--- src/flash_ctl_pkg.sv ---
// Purpose: Shared constants and types for the flash self-programming control
// Assumes: 32-bit APB, one word per register
// Notes:   Lock pairs use 1 = unprogrammed, 0 = programmed
package flash_ctl_pkg;

  // ****************************************
  // Register map
  // ****************************************
  localparam logic [7:0] CTRL_OFS   = 8'h00;
  localparam logic [7:0] STATUS_OFS = 8'h04;
  localparam logic [7:0] LOCK_OFS   = 8'h08;
  localparam logic [7:0] FUSE_OFS   = 8'h0c;
  localparam logic [7:0] IRQ_ST_OFS = 8'h10;
  localparam logic [7:0] IRQ_EN_OFS = 8'h14;
  localparam logic [7:0] IRQ_CL_OFS = 8'h18;

  // ****************************************
  // Reset values and field positions
  // ****************************************
  localparam logic [3:0] LOCK_RST     = 4'hf;
  localparam logic [1:0] BOOT_SIZE_FUSES_RST   = 2'h0;
  localparam int         CTRL_GO      = 0;
  localparam int         CTRL_ERASE   = 1;
  localparam int         CTRL_WRITE   = 2;
  localparam int         CTRL_LOCKSET = 3;
  localparam int         CTRL_RWWCLR  = 4;
  localparam int         CTRL_CHIPERS = 5;
  localparam int         IRQ_DONE     = 0;
  localparam int         IRQ_REJECT   = 1;

  // ****************************************
  // Timing
  // ****************************************
  localparam int         PROG_TIME_NS  = 4000;
  localparam int         CLK_PERIOD_NS = 10;
  localparam logic [15:0] PROG_CYCLES  =
    16'((PROG_TIME_NS + CLK_PERIOD_NS - 1) / CLK_PERIOD_NS);

  // ****************************************
  // Types
  // ****************************************
  typedef enum logic [1:0] {
    ST_IDLE = 2'b00,
    ST_RWW  = 2'b01,
    ST_NO_READ_WHILE_WRITE_REGION = 2'b10
  } prog_state_t;

  typedef struct packed {
    logic [1:0] app_lock_pair;
    logic [1:0] boot_lock_pair;
  } lock_bits_t;

  typedef struct packed {
    logic        valid;
    logic        erase;
    logic [15:0] page;
  } prog_req_t;

  // Lock pair blocks store-program writes when its low bit is programmed
  function automatic logic lock_blocks_write(input logic [1:0] pair);
    return ~pair[0];
  endfunction : lock_blocks_write

  // Lock pair blocks cross-region loads when its high bit is programmed
  function automatic logic lock_blocks_read(input logic [1:0] pair);
    return ~pair[1];
  endfunction : lock_blocks_read

endpackage : flash_ctl_pkg

--- src/flash_rww_self_programming.sv ---
// Purpose: Self-programming sequencer with read-while-write control
// Assumes: CPU tells us the page it executes from and issues requests
// Notes:   Programming time is a fixed count, no real flash array here
//          Busy clear and chip erase are taken only while idle
//          A refused store-program request sets interrupt status bit 1
//          Load protection follows the lock pair of the page read
//          Boot region is carved from the top of the NO_READ_WHILE_WRITE_REGION pages
//          Outputs are registered, so each answer lags its cause by at least one
//          clock; the CPU side must not count on same-cycle reactions
//
// How it works
// RULE_01: Ignore store-program requests from application code
// RULE_02: Boot code may program any page
// RULE_03: Fuses split regions; each region locked separately
// RULE_04: RWW programming keeps CPU running
// RULE_05: NO_READ_WHILE_WRITE_REGION programming halts CPU until done
// RULE_06: Boot region always inside NO_READ_WHILE_WRITE_REGION region
// RULE_07: Busy flag high while RWW blocked
// RULE_08: Software clears busy flag before RWW reads
// RULE_09: Software avoids RWW reads while programming
// RULE_10: Software disables or relocates interrupts meanwhile
// RULE_11: App lock pair and boot lock pair
// RULE_12: Lock pair encodings restrict writes/reads
// RULE_13: Lock bits set by software, cleared by erase
// RULE_14: Busy flag rises at programming start
//
// Register access over APB and the register offsets were left to the implementer.
`timescale 1ns/10ps
module flash_rww_self_programming #(
  parameter int PAGE_W     = 16,
  parameter int NO_READ_WHILE_WRITE_REGION_PAGES = 32,
  parameter int NUM_PAGES  = 256
) (
  // Clock and reset
  input  wire logic              pclk,
  input  wire logic              presetn,
  // APB slave
  input  wire logic              psel,
  input  wire logic              penable,
  input  wire logic              pwrite,
  input  wire logic [7:0]        paddr,
  input  wire logic [31:0]       pwdata,
  output logic [31:0]            prdata,
  output logic                   pready,
  output logic                   pslverr,
  // CPU side
  input  wire logic [PAGE_W-1:0] exec_page,
  input  wire logic [PAGE_W-1:0] load_page,
  input  wire logic              load_req,
  output logic                   load_denied,
  output logic                   cpu_halt,
  output logic                   rww_fetch_block,
  // Interrupt
  output logic                   irq
);
  import flash_ctl_pkg::*;

  // ****************************************
  // State
  // ****************************************
  // Registered state; every output below comes from one of these
  prog_state_t       state_reg, state_next;
  logic [15:0]       cnt_reg;
  logic [PAGE_W-1:0] page_reg;
  logic              rww_busy_reg;
  lock_bits_t        lock_reg;
  logic [1:0]        boot_size_fuses_reg;
  logic [1:0]        irq_st_reg;
  logic [1:0]        irq_en_reg;
  logic [31:0]       prdata_reg;
  logic              pready_reg;
  logic              pslverr_reg;
  logic              halt_reg;
  logic              deny_reg;
  logic              irq_reg;

  // ****************************************
  // Region decode
  // ****************************************
  // Three copies of one decoder fed by the same fuse value, so the
  // executing, target and load pages can never disagree on a boundary
  logic exec_boot;
  logic tgt_boot;
  logic tgt_no_read_while_write_region;
  logic load_boot;

  // Executing page: only boot code may start programming
  // RULE_03 fuse split
  flash_region_map #(.PAGE_W(PAGE_W), .NO_READ_WHILE_WRITE_REGION_PAGES(NO_READ_WHILE_WRITE_REGION_PAGES),
                     .NUM_PAGES(NUM_PAGES)) u_exec_map (
    .boot_size_fuses (boot_size_fuses_reg),
    .page            (exec_page),
    .in_boot         (exec_boot),
    .in_no_read_while_write_region         ()
  );

  // Target page: picks the lock pair and the halt
  // RULE_06 boot inside NO_READ_WHILE_WRITE_REGION
  flash_region_map #(.PAGE_W(PAGE_W), .NO_READ_WHILE_WRITE_REGION_PAGES(NO_READ_WHILE_WRITE_REGION_PAGES),
                     .NUM_PAGES(NUM_PAGES)) u_tgt_map (
    .boot_size_fuses (boot_size_fuses_reg),
    .page            (pwdata[31:16]),
    .in_boot         (tgt_boot),
    .in_no_read_while_write_region         (tgt_no_read_while_write_region)
  );

  // RULE_12 region of the page read
  flash_region_map #(.PAGE_W(PAGE_W), .NO_READ_WHILE_WRITE_REGION_PAGES(NO_READ_WHILE_WRITE_REGION_PAGES),
                     .NUM_PAGES(NUM_PAGES)) u_load_map (
    .boot_size_fuses (boot_size_fuses_reg),
    .page            (load_page),
    .in_boot         (load_boot),
    .in_no_read_while_write_region         ()
  );

  // ****************************************
  // Bus decode
  // ****************************************
  // One select per register, shared by writes, reads and the error
  wire sel_ctrl   = (paddr == CTRL_OFS);
  wire sel_status = (paddr == STATUS_OFS);
  wire sel_lock   = (paddr == LOCK_OFS);
  wire sel_fuse   = (paddr == FUSE_OFS);
  wire sel_irq_st = (paddr == IRQ_ST_OFS);
  wire sel_irq_en = (paddr == IRQ_EN_OFS);
  wire sel_irq_cl = (paddr == IRQ_CL_OFS);
  wire addr_ok    = sel_ctrl | sel_status | sel_lock | sel_fuse |
                    sel_irq_st | sel_irq_en | sel_irq_cl;

  // ****************************************
  // Write strobes
  // ****************************************
  // Access edge only: with pready in the term a stretched access
  // phase could never be taken twice
  wire bus_acc   = psel & penable & pready_reg;
  wire wr_acc    = bus_acc & pwrite;
  // One strobe per writable register
  wire wr_ctrl   = wr_acc & sel_ctrl;
  wire wr_lock   = wr_acc & sel_lock;
  wire wr_fuse   = wr_acc & sel_fuse;
  wire wr_irq_en = wr_acc & sel_irq_en;
  wire wr_irq_cl = wr_acc & sel_irq_cl;

  // ****************************************
  // Store-program request qualification
  // ****************************************
  // Start decode: go plus erase or write; lockset is not used
  wire idle      = (state_reg == ST_IDLE);
  wire go        = wr_ctrl & pwdata[CTRL_GO] &
                   (pwdata[CTRL_ERASE] | pwdata[CTRL_WRITE]);
  // Write protect looks at the pair of the region being written
  // RULE_11 pair per region
  wire [1:0] tgt_pair = tgt_boot ? lock_reg.boot_lock_pair
                                 : lock_reg.app_lock_pair;
  // RULE_12 write protect
  wire tgt_locked = lock_blocks_write(tgt_pair);
  // Refused: application code, a locked target, or a busy sequencer
  // RULE_01 boot code only
  // RULE_02 any target page
  wire go_ok     = go & idle & exec_boot & ~tgt_locked;
  wire go_bad    = go & ~go_ok;
  // An accepted start splits by the region of its target page
  wire start_rww = go_ok & ~tgt_no_read_while_write_region;
  wire start_nrw = go_ok & tgt_no_read_while_write_region;
  // Counter holds the cycles left; the last one ends the operation
  wire done      = ~idle & (cnt_reg == 16'h0001);

  // ****************************************
  // State machine
  // ****************************************
  // Next programming state; the default arm recovers from an
  // illegal state code by going back to idle
  always_comb begin
    state_next = state_reg;
    case (state_reg)
      ST_IDLE: begin
        if (start_rww) begin
          state_next = ST_RWW;
        end else if (start_nrw) begin
          state_next = ST_NO_READ_WHILE_WRITE_REGION;
        end
      end
      ST_RWW, ST_NO_READ_WHILE_WRITE_REGION: begin
        if (done) begin
          state_next = ST_IDLE;
        end
      end
      default: state_next = ST_IDLE;
    endcase
  end

  // Sequencer and programming counter; the page is kept for status
  // only, since no array is written here
  always_ff @(posedge pclk or negedge presetn) begin
    if (!presetn) begin
      state_reg <= ST_IDLE;
      cnt_reg   <= 16'h0000;
      page_reg  <= '0;
    end else begin
      state_reg <= state_next;
      if (go_ok) begin
        cnt_reg  <= PROG_CYCLES;
        page_reg <= pwdata[31:16];
      end else if (!idle) begin
        cnt_reg <= cnt_reg - 16'h0001;
      end
    end
  end

  // ****************************************
  // Busy flag and CPU control
  // ****************************************
  // Flag stays up after completion until software clears it; a
  // clear while programming is dropped, so reads stay blocked
  wire rww_clr = wr_ctrl & pwdata[CTRL_RWWCLR] & idle;

  // RULE_07 flag held until cleared
  // A start beats a clear carried by the same control write
  always_ff @(posedge pclk or negedge presetn) begin
    if (!presetn) begin
      rww_busy_reg <= 1'b0;
    // RULE_14 set at start
    end else if (start_rww) begin
      rww_busy_reg <= 1'b1;
    // RULE_08 software clear
    end else if (rww_clr) begin
      rww_busy_reg <= 1'b0;
    end
  end

  // ****************************************
  // CPU halt and load protection
  // ****************************************
  // The halt covers the whole NO_READ_WHILE_WRITE_REGION operation, start cycle included;
  // an RWW operation never halts, so NO_READ_WHILE_WRITE_REGION code keeps running
  // RULE_05 halt whole NO_READ_WHILE_WRITE_REGION op
  // RULE_04 RWW keeps CPU running
  wire halt_next = start_nrw | ((state_reg == ST_NO_READ_WHILE_WRITE_REGION) & ~done);

  // Loads across regions are checked against the pair of the region
  // being read; a refusal shows one cycle after the request
  // RULE_12 cross-region load protect
  wire xload     = load_req & (exec_boot != load_boot);
  wire xpair_blk = load_boot ? lock_blocks_read(lock_reg.boot_lock_pair)
                             : lock_blocks_read(lock_reg.app_lock_pair);

  // Halt and denial registered so the core sees clean levels
  always_ff @(posedge pclk or negedge presetn) begin
    if (!presetn) begin
      halt_reg <= 1'b0;
      deny_reg <= 1'b0;
    end else begin
      halt_reg <= halt_next;
      deny_reg <= xload & xpair_blk;
    end
  end

  // ****************************************
  // Lock bits and fuses
  // ****************************************
  // A lock write can only program bits (AND), so software can never
  // loosen protection; only the erase brings back all ones
  // Fuses are writable here as a stand-in for a programmer
  always_ff @(posedge pclk or negedge presetn) begin
    if (!presetn) begin
      lock_reg            <= lock_bits_t'(LOCK_RST);
      boot_size_fuses_reg <= BOOT_SIZE_FUSES_RST;
    end else begin
      // RULE_13 erase clears, writes only program
      if (wr_ctrl & pwdata[CTRL_CHIPERS] & idle) begin
        lock_reg <= lock_bits_t'(LOCK_RST);
      end else if (wr_lock & exec_boot) begin
        lock_reg <= lock_reg & lock_bits_t'(pwdata[3:0]);
      end
      if (wr_fuse) begin
        boot_size_fuses_reg <= pwdata[1:0];
      end
    end
  end

  // ****************************************
  // Interrupts
  // ****************************************
  // Status bit 0 marks a finished operation, bit 1 a refused one
  wire [1:0] irq_set = {go_bad, done};

  // Set beats clear in the same cycle; irq looks at the set term too
  // so that it rises together with the status bit
  always_ff @(posedge pclk or negedge presetn) begin
    if (!presetn) begin
      irq_st_reg <= 2'h0;
      irq_en_reg <= 2'h0;
      irq_reg    <= 1'b0;
    end else begin
      irq_st_reg <= (irq_st_reg & ~(wr_irq_cl ? pwdata[1:0] : 2'h0))
                    | irq_set;
      if (wr_irq_en) begin
        irq_en_reg <= pwdata[1:0];
      end
      irq_reg <= |((irq_st_reg | irq_set) & irq_en_reg);
    end
  end

  // ****************************************
  // APB read and answer
  // ****************************************
  // RULE_07 busy flag visible
  wire [31:0] status_w = {16'h0000, page_reg[7:0], 4'h0,
                          halt_reg, ~idle, rww_busy_reg, 1'b0};
  // Control, clear and unmapped offsets read as zero
  wire [31:0] rd_mux =
    sel_status ? status_w :
    sel_lock   ? {28'h0, lock_reg} :
    sel_fuse   ? {30'h0, boot_size_fuses_reg} :
    sel_irq_st ? {30'h0, irq_st_reg} :
    sel_irq_en ? {30'h0, irq_en_reg} : 32'h0;

  // No wait state: the setup edge latches the answer, so the
  // access phase always lasts one cycle; read data is zero elsewhere
  // and only the access cycle may carry an error
  always_ff @(posedge pclk or negedge presetn) begin
    if (!presetn) begin
      pready_reg  <= 1'b0;
      pslverr_reg <= 1'b0;
      prdata_reg  <= 32'h0;
    end else begin
      pready_reg  <= psel & ~penable;
      pslverr_reg <= psel & ~penable & ~addr_ok;
      prdata_reg  <= (psel & ~penable & ~pwrite) ? rd_mux : 32'h0;
    end
  end

  // ****************************************
  // Outputs
  // ****************************************
  // Every output is a flop driven straight out
  assign prdata          = prdata_reg;
  assign pready          = pready_reg;
  assign pslverr         = pslverr_reg;
  assign cpu_halt        = halt_reg;
  assign load_denied     = deny_reg;
  assign rww_fetch_block = rww_busy_reg;
  assign irq             = irq_reg;
endmodule : flash_rww_self_programming

--- src/flash_region_map.sv ---
// Purpose: Classify a flash page into boot / no-read-while-write regions
// Assumes: Boot region sits at the top of flash, sized by the fuses
// Notes:   Purely combinational
`timescale 1ns/10ps
module flash_region_map #(
  parameter int PAGE_W     = 16,
  parameter int NO_READ_WHILE_WRITE_REGION_PAGES = 32,
  parameter int NUM_PAGES  = 256
) (
  // Fuse setting
  input  wire logic [1:0]        boot_size_fuses,
  // Page to classify
  input  wire logic [PAGE_W-1:0] page,
  // Classification
  output logic                   in_boot,
  output logic                   in_no_read_while_write_region
);
  import flash_ctl_pkg::*;

  logic [PAGE_W-1:0] boot_pages;
  logic [PAGE_W-1:0] boot_start;
  logic [PAGE_W-1:0] no_read_while_write_region_start;

  // Boot size halves per fuse step, never above the NO_READ_WHILE_WRITE_REGION size
  assign boot_pages = PAGE_W'(NO_READ_WHILE_WRITE_REGION_PAGES) >> boot_size_fuses;
  assign boot_start = PAGE_W'(NUM_PAGES) - boot_pages;
  assign no_read_while_write_region_start = PAGE_W'(NUM_PAGES - NO_READ_WHILE_WRITE_REGION_PAGES);
  assign in_boot    = (page >= boot_start);
  assign in_no_read_while_write_region    = (page >= no_read_while_write_region_start);
endmodule : flash_region_map

--- config.mk ---
export PLATFORM = sky130hd
export DESIGN_NAME = flash_rww_self_programming
export DESIGN_NICKNAME = d
export VERILOG_FILES = /design/src/flash_ctl_pkg.sv /design/src/flash_rww_self_programming.sv /design/src/flash_region_map.sv
export SDC_FILE = /design/constraint.sdc
export NUM_CORES = 1
export LEC_CHECK = 0
export CAP_MARGIN = 40
export CORE_ASPECT_RATIO = 0.6
export CORE_MARGIN = 4
export CORE_UTILIZATION = 54
export DETAILED_ROUTE_END_ITERATION = 7
export DONT_BUFFER_PORTS = 1
export GPL_ROUTABILITY_DRIVEN = 1
export PLACE_DENSITY_LB_ADDON = 0.1
export SLEW_MARGIN = 20
export SYNTH_ARGS = -nofsm -noshare
export SYNTH_HDL_FRONTEND = slang
export SYNTH_SLANG_ARGS = --single-unit
--- constraint.sdc ---
create_clock -name pclk -period 3.6 [get_ports pclk]
set_input_delay 0.36 -clock pclk [delete_from_list [all_inputs] [get_ports pclk]]
set_output_delay 0.36 -clock pclk [all_outputs]
set_load 0.005 [all_outputs]
==> flow_summary.yaml, run 1 <==
yosys:
  ys_seq_elements: 54
  synth_top_area_cell: "dfrtp_1"
  synth-edff-count: 0
  synth_warnings: 0
  yosysSeqAreaShare_pct: 43.22
  ys_top_cells_by_area: "dfrtp_1 40%, ha_1 7.6%, buf_4 5.0%"
  syn_avg_cell_area_sq_um: 10.19
  synth_top_area_share_pct: 39.87
  syn-cell-area_sq_um: 3138
  synthArstFlopShare_pct: 100.0
  synth_cells: 308
  yosysUniqueCellTypes: 59
  synth_ff_type: "dfrtp_1"
layout:
  area_growth_pct: 5.303
  final_common_cell: "dfrtp_1"
  stdcell_count: 398
  layout_common_cells: "50 x dfrtp_1, 26 x conb_1, 25 x nand2_1"
  antenna_cells: 0
  largest_reg_flops: 16
  final_nets: 415
  layout-drive-gt1-share_pct: 12.26
  nFillCells: 497
place:
  place_congestion: 0.8568
  io_buffer_count: 0
  place_inst: 389
  place_hpwl_microns: 5287
timing:
  skew_ps: 6.848
  rsz0062_at_grt: "no"
  drv_slew: 0
  setup_tns_ps: 0
  timing.slew.headroom_pct: 63.85
  period_needed_ps: 3213
  finalCritPeriodShare_pct: 89.25
  fmax_ghz: 0.3112
  hold_viol_final: 0
  tightestPinTransition_ps: 538.1
  setup_viol: 0
critical_path:
  reg2reg_to: "page_reg[6]$_DFFE_PN0N_"
  ff2ff_path_depth: 11
  worstPathArrival_ps: 3400
  path_max_fanout: 12
  crit_path_end_kind: "register"
  crit_path_start: "boot_size_fuses_reg[1]$_DFFE_PN0P_"
  r2r-start: "boot_size_fuses_reg[1]$_DFFE_PN0P_"
  start_kind: "register"
  cp.required_ps: 3780
  rrSetupSlack_ps: 390
  crit_type: "register to register"
  cp-endpoint: "page_reg[6]$_DFFE_PN0N_"
drt:
  vias_per_cell: 5.658
  wl_per_cell_microns: 16.99
  drtIter0Drc: 95
  vias: 2252
  m1WireLength_microns: 3330
  finalWirelength_microns: 6761
  dr_wl_met3_microns: 722
  ant_nets: 0
  top_layer: "met4"
  drcViolationCount: 0
  wl_met2_microns: 2693
  drt_first_pass_iters: 4
clock_tree:
  cts_tree: "yes"
  clk_pin_slew_ps: 90
  clk_latency_ps: 300
  max-clock-path-buffers: 2
  ctsResizeCount: 0
  cts_sinks: 54
  cts_buffers: 5
  htreeDepth: 2
  cts_root_buf: "clkbuf_8"
power_and_ir_drop:
  switching_power_mw: 0.2257
  vdd_drop_max_mv: 0.2121
  swShare_pct: 20.90
  powerDensity_nw_per_um2: 326.8
  p_leak_nw: 1.410
  p_comb_share_pct: 5.5
  pwr-share-clk_pct: 38.1
  p_total_mw: 1.080
  intPower_mw: 0.8542
  p_seq_share_pct: 56.4
floorplanning:
  coreArea_sq_um: 5597
  die-area_sq_um: 7135
  chipWidth_microns: 106.4
  die_height_microns: 67.05
  rows: 21
  start_util_pct: 56.07
  ios: 116
global_routing:
  first_global_vias: 2191
  grt.total_usage_pct: 19.96
  grt_pass1_wl_microns: 11080
  antenna_found_initial: 0
  grt_start_max_net_pins: 55
  grt_remaining_overflow: 0
run:
  max-cap-violations: 0
worst_hold_path:
  hp-class: "primary input to register"
  whs_path_depth: 1
run_status:
  status: "complete, no violations"
cells in the mapped netlist (all sizes together) (5+ instances only):
| master | n |
|---|---|
| a21oi | 6 |
| and2 | 12 |
| and3 | 5 |
| buf | 23 |
| dfrtp | 50 |
| ha | 19 |
| inv | 9 |
| mux2 | 15 |
| nand2 | 26 |
| nor2 | 22 |
| nor2b | 5 |
| nor3 | 10 |
| nor4 | 11 |
| o21ai | 14 |
| or3 | 5 |
| xnor2 | 7 |
worst max-delay path, cell delays in order, from the launching register on:
cell and delay (ps):
dfrtp_1 480, nand2_1 190, ha_1 240, and2_1 250, inv_1 100, ha_1 320
nand4_1 80, a2111oi_0 390, a221o_1 250, and3_4 220, nand2_2 210, mux2_4 370
through the flow:
step           setup WS [ps]  cell area (sq um)  utilization [%]  hold slack (ps)
3_5_place_dp           409.6               3154            56.36            65.65
3_3_place_gp           457.7               3154            56.36            65.61
2_1_floorplan          685.7               3232                -            64.41
4_1_cts                410.1               3304            59.04            131.0
5_1_grt                193.2               3304            59.04            124.7
6_report               386.9               3304            59.04            138.6
power by group through the flow:
stage | Sequential, mW | Clock [mW] | Combinational, mW
final | 0.609 | 0.411 | 0.0595
after global routing | 0.610 | 0.451 | 0.0709
after CTS | 0.609 | 0.423 | 0.0590
after detailed placement | 0.621 | 0 | 0.0421
after global placement | 0.621 | 0 | 0.0404
after floorplan | 0.621 | 0 | 0.0526
kinds of logic (layout without fill, tap and decap cells):
| family | Yosys count | after routing | synth area share (%) |
|---|---|---|---|
| simple gates | 115 | 115 | 19.98 |
| buf+inv | 35 | 20 | 7.217 |
| flops | 54 | 54 | 43.22 |
| mux | 19 | 19 | 7.018 |
| fa+ha+maj | 20 | 20 | 7.895 |
| other cells | 1 | 26 | 0.1195 |
| compound gates | 54 | 54 | 11.76 |
| xor+xnor | 10 | 10 | 2.791 |
layout make-up:
type | instances | area, sq um | area share, %
repair buffers | 4 | 52.55 | 1.590
well taps | 80 | 100.1 | 3.029
clock buffers | 6 | 82.58 | 2.499
clock inverters | 1 | 30.03 | 0.9087
flip-flops and latches | 54 | 1356 | 41.05
inverters | 9 | 33.78 | 1.022
multi-input cells | 244 | 1649 | 49.91
routing by layer:
layer | up-vias | GRT usage, %
met4 | 0 | 2.392
met5 | - | 0
li1 | 1087 | -
met2 | 92 | 29.50
met3 | 2 | 6.196
met1 | 1071 | 29.44
timing repair:
| action | CTS | global route |
|---|---|---|
| hold buffers | 2 | 0 |
| setup buffers | 0 | 0 |
| hold endpoints to repair | 54 | 0 |
how the worst min path moves through the flow:
stage	from	slack, ps	end
after CTS	penable	130	pready$_DFF_PN0_
after floorplan	presetn	60	boot_size_fuses_reg[0]$_DFFE_PN0P_
after global routing	penable	120	pready$_DFF_PN0_
after detailed placement	presetn	70	prdata[15]$_DFF_PN0_
after global placement	presetn	70	prdata[13]$_DFF_PN0_
final	penable	140	pready$_DFF_PN0_
Note: power is estimated with default switching activity, not from simulation.
==> inputs of run 2 (changes only) <==
--- a/config.mk
+++ b/config.mk
@@ -5,6 +5,7 @@
 export SDC_FILE = /design/constraint.sdc
 export NUM_CORES = 1
 export LEC_CHECK = 0
+export ABC_AREA = 1
 export CAP_MARGIN = 40
 export CORE_ASPECT_RATIO = 0.6
 export CORE_MARGIN = 4
@@ -17,3 +18,4 @@
 export SYNTH_ARGS = -nofsm -noshare
 export SYNTH_HDL_FRONTEND = slang
 export SYNTH_SLANG_ARGS = --single-unit
+export TNS_END_PERCENT = 10
==> run 2 against run 1 <==
Net effect: non-clock buffer count unchanged; global-route usage increased by 0.080 points; cell count increased by 27%; critical path type unchanged; largest cell class unchanged.
==> flow_summary.yaml, run 2 <==
run_status:
  status: "complete, no violations"
timing:
  tightestPinTransition_ps: 584.4
  period_needed_ps: 2667
  finalCritPeriodShare_pct: 74.09
  timing.slew.headroom_pct: 60.68
  rsz0062_at_grt: "no"
  setup_tns_ps: 0
  hold_viol_final: 0
  worst_slack_ps: 932.7
  drv_slew: 0
  fmax_ghz: 0.3749
  setup_viol: 0
  skew_ps: 2.190
floorplanning:
  chipWidth_microns: 107.7
  rows: 21
  start_util_pct: 56.77
  coreArea_sq_um: 5675
  die_height_microns: 67.83
  die-area_sq_um: 7307
  ios: 116
layout:
  layout_common_cells: "90 x nand2_1, 75 x nor2_1, 50 x dfrtp_1"
  nFillCells: 526
  final_common_cell: "nand2_1"
  antenna_cells: 0
  regArea_sq_um: 1356
  layout-drive-gt1-share_pct: 7.026
  largest_reg_flops: 16
  area_growth_pct: 6.796
  multi_input_area_sq_um: 1624
  final_nets: 523
critical_path:
  rrSetupSlack_ps: 930
  cp.required_ps: 3850
  crit_type: "register to register"
  path_max_fanout: 12
  crit_path_end_kind: "register"
  ff2ff_path_depth: 13
  r2r-start: "boot_size_fuses_reg[1]$_DFFE_PN0P_"
  reg2reg_to: "rww_fetch_block$_DFFE_PN0P_"
  start_kind: "register"
  crit_path_start: "boot_size_fuses_reg[1]$_DFFE_PN0P_"
  worstPathArrival_ps: 2920
  cp-endpoint: "rww_fetch_block$_DFFE_PN0P_"
yosys:
  synthArstFlopShare_pct: 100.0
  yosysSeqAreaShare_pct: 42.10
  synth_top_area_cell: "dfrtp_1"
  syn-cell-area_sq_um: 3222
  ys_seq_elements: 54
  synth_top_area_share_pct: 38.83
  synth-edff-count: 0
  yosysUniqueCellTypes: 35
  synth_cells: 413
  synth_common_cells: "90 x nand2_1, 75 x nor2_1, 50 x dfrtp_1"
  ys_top_cells_by_area: "dfrtp_1 39%, nand2_1 10%, nor2_1 8.7%"
  synth_ff_type: "dfrtp_1"
  synth_most_common_cell: "nand2_1"
  synth_warnings: 0
  syn_avg_cell_area_sq_um: 7.801
drt:
  drtIter0Drc: 127
  wl_per_cell_microns: 13.94
  dr_wl_met3_microns: 568
  vias: 2565
  drt_first_pass_iters: 4
  drcViolationCount: 0
  ant_nets: 0
  wl_met2_microns: 2922
  top_layer: "met5"
  m1WireLength_microns: 3544
  finalWirelength_microns: 7067
  vias_per_cell: 5.059
global_routing:
  first_global_vias: 2465
  grt.total_usage_pct: 20.04
  grt_pass1_wl_microns: 11370
  antenna_found_initial: 1
  grt_remaining_overflow: 0
  grt_start_max_net_pins: 55
place:
  post-place-ws_ps: 955.2
  io_buffer_count: 0
  place_congestion: 0.8672
  place_hpwl_microns: 5560
clock_tree:
  cts_sinks: 54
  clk_pin_slew_ps: 100
  cts_tree: "yes"
  clk_latency_ps: 300
  cts_setup_buffers: 0
  cts_root_buf: "clkbuf_8"
  htreeDepth: 2
  cts_buffers: 5
  max-clock-path-buffers: 2
worst_hold_path:
  hp-class: "primary input to register"
power_and_ir_drop:
  powerDensity_nw_per_um2: 343.2
  vdd_drop_max_mv: 0.2118
  p_leak_nw: 1.565
run:
  max-cap-violations: 0
-- run 2: cell types whose count changed after synthesis, moves of 5 or more --
cell,previous run,this run
a21oi_1,6,11
and2_1,10,0
inv_1,9,40
mux2_2,12,0
nand2_1,25,90
nand3_1,2,16
nor2_1,22,75
nor2b_1,5,0
or3_1,5,0
xor2_1,3,9
-- run 2: worst min path at each step --
stage | from | endpoint | slack, ps | cells past startpoint
5_1_grt | penable | pready$_DFF_PN0_ | 110 | 1
3_3_place_gp | presetn | irq_en_reg[1]$_DFFE_PN0P_ | 70 | 0
4_1_cts | penable | pready$_DFF_PN0_ | 110 | 1
3_5_place_dp | presetn | pslverr$_DFF_PN0_ | 70 | 0
6_report | penable | pready$_DFF_PN0_ | 120 | 1
2_1_floorplan | presetn | boot_size_fuses_reg[0]$_DFFE_PN0P_ | 60 | 0
-- run 2: cells by family (layout without fill, tap and decap cells) --
| kind of cell | after synthesis | in the layout | synth area share (%) |
|---|---|---|---|
| fa+ha+maj | 19 | 19 | 7.379 |
| flops | 54 | 54 | 42.10 |
| other cells | 1 | 26 | 0.1164 |
| buf+inv | 67 | 56 | 10.41 |
| compound gates | 38 | 38 | 6.525 |
| simple gates | 219 | 219 | 29.40 |
| xor+xnor | 15 | 15 | 4.078 |
-- run 2: power breakdown --
part	switching, mW	internal [mW]	leakage, nW
logic	0.0504	0.0266	0.849
clock network	0.198	0.297	0.0714
registers	0.00137	0.608	0.644
-- run 2: metal layers --
metal,vias up,track usage (%)
li1,1300,-
met1,1177,29.65
met2,82,29.02
met3,4,6.692
met4,2,3.150
met5,-,0
-- run 2: per-stage QoR --
stage | util, % | cell area (sq um) | total power [mW] | hold WS [ps] | std cells
detailed placement | 57.32 | 3253 | 0.6805 | 65.81 | 496
floorplan | - | 3316 | 0.6860 | 64.41 | 438
CTS | 60.49 | 3433 | 1.192 | 109.1 | 506
global route | 60.63 | 3441 | 1.235 | 108.3 | 507
global placement | 57.32 | 3253 | 0.6778 | 65.63 | 496
finish | 60.63 | 3441 | 1.181 | 119.5 | 507
-- run 2: worst max-delay path, stage by stage (launching register included) --
cell and delay, ps:
dfrtp_1 490, nand2_1 190, ha_1 210, nand2_2 110
ha_1 310, inv_1 40, nor4_1 270, nand2_1 120
nand2_2 130, nand2_2 80, nor2_4 280, buf_4 240
nand2_1 70, nand2_1 70
-- run 2: cell type report --
class | count | share of cell area [%]
timing repair buffer | 4 | 1.527
multi-input combinational | 317 | 47.20
inverter | 44 | 4.800
tap | 80 | 2.909
clock buffer | 6 | 2.400
sequential | 54 | 39.42
clock inverter | 2 | 1.745
-- run 2: what timing repair did --
| item | CTS | global route |
|---|---|---|
| gates resized for setup | 0 | 0 |
| hold buffers | 2 | 0 |
| endpoints found under the hold margin | 54 | 0 |
